File: src/include/rps_params.svh
// Purpose: Constants for the remappable pin select block
// Assumes: APB, 32-bit data, word-aligned registers
// Notes: Offsets are byte addresses
`ifndef RPS_PARAMS_SVH
`define RPS_PARAMS_SVH
`define RPS_ISEL_W 4
`define RPS_OSEL_W 5
`define RPS_ADDR_W 12
`define RPS_OFF_SYSCFG 12'h000
`define RPS_OFF_DEVCFG 12'h004
`define RPS_OFF_STATUS 12'h008
`define RPS_OFF_ISEL_BASE 12'h100
`define RPS_OFF_OSEL_BASE 12'h200
`define RPS_LOCK_BIT 13
`define RPS_ONEWAY_BIT 29
`define RPS_UNLOCK_KEY1 32'hAA99_6655
`define RPS_UNLOCK_KEY2 32'h5566_99AA
`define RPS_OSEL_RST 5'h00
`define RPS_ISEL_RST 4'h0
`define RPS_ISEL_RES_A 4'h7
`define RPS_ISEL_LAST 4'hD
`define RPS_ISEL_SMALL_MAX 4'hA
`define RPS_OCODE_COUNT 32
`define RPS_GROUP_PINS 13
`endif

File: src/include/rps_pkg.sv
// Purpose: Types for the remappable pin select block
// Assumes: Included constants header
// Notes: Unlock key sequence states
package rps_pkg;
  typedef enum logic [1:0] {
    RPS_KEY_IDLE,
    RPS_KEY_ONE,
    RPS_KEY_OPEN
  } rps_key_t;
endpackage

File: src/core/rps_out_mux.sv
// Purpose: One output pin group: selector code to peripheral output
// Assumes: Peripheral outputs arrive as a flat vector indexed by code
// Notes: Code zero and reserved codes drive nothing
`timescale 1ns/1ps
`default_nettype none
`include "rps_params.svh"
module rps_out_mux #(
  parameter int NPINS = 13,
  parameter logic [31:0] VALID_MASK = 32'h0000_0000
) (
  input wire logic [NPINS*`RPS_OSEL_W-1:0] sel_i, // Selector per pin
  input wire logic [`RPS_OCODE_COUNT-1:0] periph_i, // Outputs by code
  output logic [NPINS-1:0] pin_o, // Pin value
  output logic [NPINS-1:0] drive_o // Pin owned by a peripheral
);
  genvar g;
  generate
    for (g = 0; g < NPINS; g++) begin : g_pin
      logic [`RPS_OSEL_W-1:0] code;
      assign code = sel_i[g*`RPS_OSEL_W +: `RPS_OSEL_W];
      assign drive_o[g] = VALID_MASK[code];
      assign pin_o[g] = VALID_MASK[code] & periph_i[code];
    end
  endgenerate
endmodule
`default_nettype wire

File: src/core/rps_top.sv
// Purpose: Remappable pin select with APB register access
// Assumes: Peripheral signals synchronous to clk_sys_i
// Notes: Four output pin groups and one input group of peripheral inputs
`timescale 1ns/1ps
`default_nettype none
`include "rps_params.svh"

// Summary of operation
// - Each peripheral input has its own four-bit source pin selector.
// - Inputs of one group share one selector encoding.
// - Codes 0000 to 1100 except reserved 0111 pick one fixed remappable pin.
// - Small package lacks input codes 1011-1101 and some output selectors.
// - Each remappable pin has its own output selector register.
// - Output selector is bits 4:0 of the pin register.
// - Output selectors reset to zero, meaning no output drives.
// - Group one codes: uart1 transmit, spi1 data out, can1, encoder 1.
// - Group two codes: uart3 rts, uart4 transmit, compare 2, encoder 2.
// - Group three codes: uart3 transmit, reference clock 1, can3, encoder 3.
// - Group four codes: uart1 rts, uart2 transmit, charge pulse, encoder 4.
// - Locked selector writes complete normally but change nothing.
// - Mapping lock is bit 13 of system config register.
// - One-way option at bit 29 forbids clearing a set lock.
// - With one-way active only reset clears the lock.
// - One-way option is active by default.
// - Remapped peripheral beats other digital functions, not analog.
module rps_top
  import rps_pkg::*;
#(
  parameter int NPIN = `RPS_GROUP_PINS,
  parameter int NIN = 8,
  parameter bit SMALL_PKG = 1'b0
) (
  input wire logic clk_sys_i, // System clock
  input wire logic arst_n_i, // Async reset, active low
  input wire logic psel_i, // APB select
  input wire logic penable_i, // APB enable
  input wire logic pwrite_i, // APB direction
  input wire logic [`RPS_ADDR_W-1:0] paddr_i, // APB address
  input wire logic [31:0] pwdata_i, // APB write data
  output logic [31:0] prdata_o, // APB read data
  output logic pready_o, // APB ready
  output logic pslverr_o, // APB error
  input wire logic [NPIN-1:0] pin_in_i, // Input group pin levels
  input wire logic [NIN-1:0] in_idle_i, // Inactive level per input
  output logic [NIN-1:0] periph_in_o, // Routed peripheral inputs
  input wire logic [4*`RPS_OCODE_COUNT-1:0] periph_out_i, // Outputs by code
  input wire logic [4*NPIN-1:0] analog_en_i, // Analog function on pin
  input wire logic [4*NPIN-1:0] gpio_i, // Other digital pin value
  output logic [4*NPIN-1:0] pin_out_o, // Pin output value
  output logic [4*NPIN-1:0] pin_remap_o // Peripheral owns pin
);
  localparam int NOUT = 4 * NPIN;
  localparam int OW = `RPS_OSEL_W;
  localparam int IW = `RPS_ISEL_W;
  // Valid code sets per output group, bit index is the code
  localparam logic [31:0] VM0 = 32'h0037_DBFE;
  localparam logic [31:0] VM1 = 32'h0037_DBFE;
  localparam logic [31:0] VM2 = 32'h0017_DFEE;
  localparam logic [31:0] VM3 = 32'h0017_DEF6;

  initial begin
    if (NPIN < 4 || NPIN > `RPS_GROUP_PINS) $error("NPIN out of range");
    if (NIN < 1 || NIN > 64) $error("NIN out of range");
  end

  typedef struct packed {
    logic lock;
    logic oneway;
    rps_key_t key;
    logic [NIN-1:0][IW-1:0] isel;
    logic [NOUT-1:0][OW-1:0] osel;
    logic [NIN-1:0] pin_in;
    logic [NOUT-1:0] pout;
    logic [NOUT-1:0] prem;
    logic [31:0] rdata;
    logic ready;
    logic err;
  } rps_state_t;

  rps_state_t st_reg;
  rps_state_t st_next;
  logic [NOUT-1:0] mux_pin;
  logic [NOUT-1:0] mux_drv;

  // ----------------------------------------
  // Decode helpers
  // ----------------------------------------
  function automatic logic isel_ok(input logic [IW-1:0] c);
    logic ok;
    ok = (c <= `RPS_ISEL_LAST) && (c != `RPS_ISEL_RES_A);
    // Codes past the last wired pin read as idle, never out of range
    if (int'(c) >= NPIN) begin
      ok = 1'b0;
    end
    // pins not bonded on the small package
    if (SMALL_PKG && c > `RPS_ISEL_SMALL_MAX) begin
      ok = 1'b0;
    end
    return ok;
  endfunction

  function automatic logic osel_present(input int idx);
    // last pins of each group absent on small package
    return !(SMALL_PKG && ((idx % NPIN) >= NPIN - 2));
  endfunction

  // ----------------------------------------
  // Output groups
  // ----------------------------------------
  genvar gi;
  generate
    for (gi = 0; gi < 4; gi++) begin : g_grp
      rps_out_mux #(
        .NPINS(NPIN),
        .VALID_MASK(gi == 0 ? VM0 : gi == 1 ? VM1 : gi == 2 ? VM2 : VM3)
      ) u_mux (
        .sel_i(st_reg.osel[gi*NPIN +: NPIN]),
        .periph_i(periph_out_i[gi*`RPS_OCODE_COUNT +: `RPS_OCODE_COUNT]),
        .pin_o(mux_pin[gi*NPIN +: NPIN]),
        .drive_o(mux_drv[gi*NPIN +: NPIN])
      );
    end
  endgenerate

  // ----------------------------------------
  // Next state
  // ----------------------------------------
  always_comb begin
    logic access;
    logic wr;
    logic [`RPS_ADDR_W-1:0] a;
    int ii;
    access = psel_i && !penable_i;
    wr = 1'b0;
    a = paddr_i;
    ii = 0;
    st_next = st_reg;
    st_next.ready = 1'b0;
    st_next.err = 1'b0;

    // shared encoding, invalid code gives idle level
    for (int k = 0; k < NIN; k++) begin
      if (isel_ok(st_reg.isel[k])) begin
        st_next.pin_in[k] = pin_in_i[st_reg.isel[k]];
      end else begin
        st_next.pin_in[k] = in_idle_i[k];
      end
    end

    // remap beats gpio, analog beats remap
    for (int p = 0; p < NOUT; p++) begin
      st_next.prem[p] = mux_drv[p] && !analog_en_i[p];
      st_next.pout[p] = st_next.prem[p] ? mux_pin[p] : gpio_i[p];
    end

    // Answer one cycle after setup: pready high in first access cycle
    if (access) begin
      st_next.ready = 1'b1;
      wr = pwrite_i;
      st_next.rdata = 32'h0000_0000;
      if (a == `RPS_OFF_SYSCFG) begin
        if (wr) begin
          // lock moves only while the key is open
          if (st_reg.key == RPS_KEY_OPEN) begin
            // one-way refuses to clear a set lock
            if (!(st_reg.oneway && st_reg.lock && !pwdata_i[`RPS_LOCK_BIT])) begin
              st_next.lock = pwdata_i[`RPS_LOCK_BIT];
            end
          end
          st_next.key = RPS_KEY_IDLE;
        end
        st_next.rdata[`RPS_LOCK_BIT] = st_reg.lock;
      end else if (a == `RPS_OFF_DEVCFG) begin
        // One-way option is writable whenever the key is open and the lock is clear
        if (wr && st_reg.key == RPS_KEY_OPEN && !st_reg.lock) begin
          st_next.oneway = pwdata_i[`RPS_ONEWAY_BIT];
        end
        st_next.rdata[`RPS_ONEWAY_BIT] = st_reg.oneway;
      end else if (a == `RPS_OFF_STATUS) begin
        // Unlock sequence: two keys written back to back
        if (wr) begin
          unique case (st_reg.key)
            RPS_KEY_IDLE: begin
              if (pwdata_i == `RPS_UNLOCK_KEY1) st_next.key = RPS_KEY_ONE;
            end
            RPS_KEY_ONE: begin
              if (pwdata_i == `RPS_UNLOCK_KEY2) st_next.key = RPS_KEY_OPEN;
              else st_next.key = RPS_KEY_IDLE;
            end
            RPS_KEY_OPEN: begin
              st_next.key = RPS_KEY_OPEN;
            end
          endcase
        end
        st_next.rdata[1:0] = st_reg.key;
      end else if (a[`RPS_ADDR_W-1:8] == `RPS_OFF_ISEL_BASE >> 8) begin
        ii = int'(a[7:2]);
        if (a[1:0] != 2'b00 || ii >= NIN) begin
          st_next.err = 1'b1;
        end else begin
          // locked writes complete but are dropped
          if (wr && !st_reg.lock) begin
            st_next.isel[ii] = pwdata_i[IW-1:0];
          end
          st_next.rdata[IW-1:0] = st_reg.isel[ii];
        end
      end else if (a[`RPS_ADDR_W-1:8] == `RPS_OFF_OSEL_BASE >> 8) begin
        ii = int'(a[7:2]);
        if (a[1:0] != 2'b00 || ii >= NOUT || !osel_present(ii)) begin
          st_next.err = 1'b1;
        end else begin
          // per-pin selector, bits 4:0, lock gated
          if (wr && !st_reg.lock) begin
            st_next.osel[ii] = pwdata_i[OW-1:0];
          end
          st_next.rdata[OW-1:0] = st_reg.osel[ii];
        end
      end else begin
        st_next.err = 1'b1;
      end
      if (st_next.err) begin
        st_next.rdata = 32'h0000_0000;
      end
    end
  end

  // ----------------------------------------
  // State register
  // ----------------------------------------
  always_ff @(posedge clk_sys_i or negedge arst_n_i) begin
    if (!arst_n_i) begin
      st_reg <= '0;
      st_reg.oneway <= 1'b1;
      st_reg.key <= RPS_KEY_IDLE;
      for (int r = 0; r < NOUT; r++) begin
        st_reg.osel[r] <= `RPS_OSEL_RST;
      end
      for (int r = 0; r < NIN; r++) begin
        st_reg.isel[r] <= `RPS_ISEL_RST;
      end
    end else begin
      st_reg <= st_next;
    end
  end

  assign prdata_o = st_reg.rdata;
  assign pready_o = st_reg.ready;
  assign pslverr_o = st_reg.err;
  assign periph_in_o = st_reg.pin_in;
  assign pin_out_o = st_reg.pout;
  assign pin_remap_o = st_reg.prem;
endmodule
`default_nettype wire

File: config.mk
export PLATFORM = sky130hd
export DESIGN_NAME = rps_top
export DESIGN_NICKNAME = d
export VERILOG_FILES = /design/src/include/rps_pkg.sv /design/src/core/rps_out_mux.sv /design/src/core/rps_top.sv
export VERILOG_INCLUDE_DIRS = /design/src /design/src/include
export SDC_FILE = /design/constraint.sdc
export NUM_CORES = 2
export LEC_CHECK = 0
export BUFFER_PORTS_ARGS = -buffer_cell sky130_fd_sc_hd__buf_2
export CAP_MARGIN = 5
export CORE_MARGIN = 4
export CORE_UTILIZATION = 30
export CTS_CLUSTER_DIAMETER = 60
export DETAILED_ROUTE_END_ITERATION = 10
export GPL_TIMING_DRIVEN = 0
export SLEW_MARGIN = 10
export SYNTH_ARGS = -nofsm -noshare
export SYNTH_HDL_FRONTEND = slang
export SYNTH_SLANG_ARGS = --single-unit
File: constraint.sdc
create_clock -name clk_sys_i -period 2.65 [get_ports clk_sys_i]
set_input_delay 0.53 -clock clk_sys_i [delete_from_list [all_inputs] [get_ports clk_sys_i]]
set_output_delay 0.53 -clock clk_sys_i [all_outputs]
set_load 0.02 [all_outputs]
==> summary.md <==
| Metric | Value |
|---|---|
| EDFF count, synth | 0 |
| Min-Delay Path Class | in -> reg |
| Kind of critical path | in -> reg |
| Synthesis warning total | 0 |
| Vias per Instance | 5.71 |
| Starting Density | 30.3% |
| Required time worst endpoint | 3.17 ns |
| Die Span Y | 346 um |
| Fmax | 372 MHz |
| WP buf/inv | 3 |
| Final worst setup slack | -0.0405 ns |
| CTS sink count | 417 |
| CP startpoint kind | input pin |
| RSZ-0062 raised after global routing | false |
| Metal3 WL | 13,200 um |
| CTS H-tree lvls | 3 |
| Detailed Place HPWL | 102,000 um |
| Max Cap Viol | 0 |
| Core area | 113,000 um2 |
| R2R depth | 5 |
| Leading register cell type out of synthesis | dfrtp_1 |
| CTS clk-pin slew, worst paths | 0.06 ns |
| Via count | 29,500 |
| Hold_ws | 0.0917 ns |
| CTS tree | yes |
| Met2 WL | 65,400 um |
| Top layer in use | met5 |
| Worst Path Max Fanout | 10 |
| Worst Tran Pin Value | 1.14 ns |
| DRC | 0 |
| Clock root buffer | clkbuf_16 |
| Min cycle time layout | 2.69 ns |
| Maximum VDD drop | 386 uV |
| Vias in the first global route | 28,900 |
| IO buf count | 388 |
| Routed length on met1 | 55,300 um |
| Leading cell types in the layout, fill and taps excluded | 416 x dfrtp_1, 408 x buf_2, 349 x mux4_2, 305 x mux2_2, 295 x clkbuf_1 |
| Number of nets in the layout | 3,917 |
| Total Power | 19,000 uW |
| IO Pins | 448 |
| Seq/Total Area, Yosys | 30.5% |
| Area Growth Syn to Fin | 19.7% |
| Tcrit/Tclk final | 102% |
| Iter 0 DRT Violations | 2,625 |
| Die ar. | 120,000 um2 |
| Final slew viol count | 0 |
| Clock Tree Buf Depth | 3 |
| Synth Register Bits | 417 |
| Hold depth | 2 |
| Overall Global Routing Usage | 22.4% |
| CP Cell Sequence | buf_2, buf_2, buf_2, mux2i_1, a22oi_1, nand3_1, nand4_1, nor4_1, o21ai_0 |
| Worst path slowest cell | buf_2 |
| Synth Area per Inst | 11.1 um2 |
| Clk_skew | 0.0284 ns |
| Data arrival, critical path | 3.21 ns |
| Status | finished with violations |
| Power per Cell Area | 463 nW/um2 |
| First-pass GRT wire length | 201,000 um |
| Drt pass-1 iters | 6 |
| Pin count of the biggest net entering global routing | 104 |
| Fin util | 36.3% |
| Post-DR wirelength/cell | 27.0 um |
| Post-CTS Setup Inserts | 0 |
| Global route overflow | 0 |
| Num CTS Buffers | 72 |
| Critical path's top delay family | buffers and inverters |
| Finish-stage setup viols | 1 |
| Failing checks | setup timing |
| Ys async rst share | 100% |
| Worst path max stage delay | 0.63 ns |
| Setup TNS | -0.0405 ns |
| Cell area after synthesis | 34,300 um2 |
| Chip Width | 346 um |
| FP Rows | 123 |
| Synth cell types | 77 |
| Max_slew headroom | 23.7% |
| Top cell by count, worst path | buf_2 |
| GP Congestion | 0.929 |
| Lkg Pwr | 0.0171 uW |
| Later-pin clock latency in the skew report | 0.65 ns |
| Place WS | -1.16 ns |
| Share of layout cells above drive strength 1 | 39.5% |
| Post-Route WL | 139,000 um |
| ANT nets after route | 0 |
| Initial antenna violation count | 43 |
| Most common cell after layout, fill and taps aside | dfrtp_1 |
| Syn Inst Count | 3,100 |
| Element type at the critical path end | flop |
| Final hold violations | 0 |
| Worst path depth | 9 |
## metrics by stage
stage,cells,cell area (um2)
after floorplan,3124,34400
after global placement,5012,38200
after detailed placement,5016,38300
after CTS,5144,40900
after global routing,5148,41000
final,5162,41000
## logic make-up after synthesis
logic type	after synthesis	share of synthesized area [%]
simple gates	648	10.9
buf+inv	581	8.13
mux	812	37.6
flops	417	30.5
fa+ha+maj	42	1.44
other cells	1	0.0109
compound gates	574	10.8
xor+xnor	25	0.639
## what timing repair did
action                                  in CTS  in global routing
endpoints found under the setup margin     133                128
hold endpoints to repair                    63                  0
gates cloned                                 0                  0
gates resized for setup                     19                 33
hold buffers                                 1                  0
## synth_stat cells, drive strengths merged, types with 9 or more instances
master / number / share of area, %
dfrtp: 416 / 30
mux4: 349 / 23
mux2: 320 / 11
clkbuf: 302 / 3.3
buf: 204 / 4.0
nand2: 169 / 2.0
nor2: 162 / 2.9
o21ai: 150 / 2.2
mux2i: 143 / 4.2
a21oi: 142 / 2.1
inv: 74 / 0.81
nor3: 55 / 0.85
nand3b: 45 / 0.99
nor2b: 39 / 0.71
nand3: 38 / 0.55
a22oi: 37 / 0.81
o31ai: 32 / 0.70
a21o: 30 / 0.66
ha: 29 / 1.1
nor4: 27 / 0.49
nand2b: 25 / 0.46
a31oi: 22 / 0.40
nor3b: 22 / 0.50
o211ai: 21 / 0.46
a2111oi: 20 / 0.51
a211oi: 16 / 0.35
and2: 13 / 0.24
maj3: 13 / 0.38
xnor2: 13 / 0.33
a221o: 12 / 0.35
o221ai: 12 / 0.31
xor2: 12 / 0.31
a221oi: 11 / 0.28
a311oi: 10 / 0.26
o21a: 10 / 0.22
o21bai: 10 / 0.22
or3: 10 / 0.18
nor4bb: 9 / 0.26
## worst paths after layout
kind / start / end / slack [ns]
worst min register to register: prdata_o[13] / prdata_o[13] / 0.48
max in group asynchronous: arst_n_i / pin_out_o[5] / 0.82
worst max-delay path: paddr_i[3] / prdata_o[3] / -0.04
min in group asynchronous: arst_n_i / pin_out_o[33] / 0.45
worst max register to register: flop / pin_out_o[27] / 0
worst min-delay path: analog_en_i[33] / pin_remap_o[33] / 0.09
## where the power goes
group          switching, uW  internal, uW
clock                   3760          6530
combinational           1390           884
sequential              21.0          6430
total                   5170         13800
## cell type report
type / count / area [um2]
fillers: 11300 / 71900
multi-input cells: 2126 / 21200
flip-flops and latches: 417 / 10400
plain buffers: 501 / 2530
repair buffers: 393 / 2070
clock buffers: 89 / 1950
well taps: 1500 / 1880
clock inverters: 41 / 612
inverters: 75 / 282
diodes: 20 / 50.0
## routing by layer
layer  vias up  global-route usage, %
met5         -                      0
met4        32                   7.77
met3       317                   6.47
met2      1513                   36.4
met1     15000                   28.6
li1      12700                      -
## worst reg2reg max path: stages (launching register included)
cell       delay, ns
dfrtp_1         0.44
clkbuf_1        0.27
maj3_1          0.43
a2111oi_2       0.69
nand2b_1        0.20
nand3_1         0.35
(Power assumes the default switching activity.)
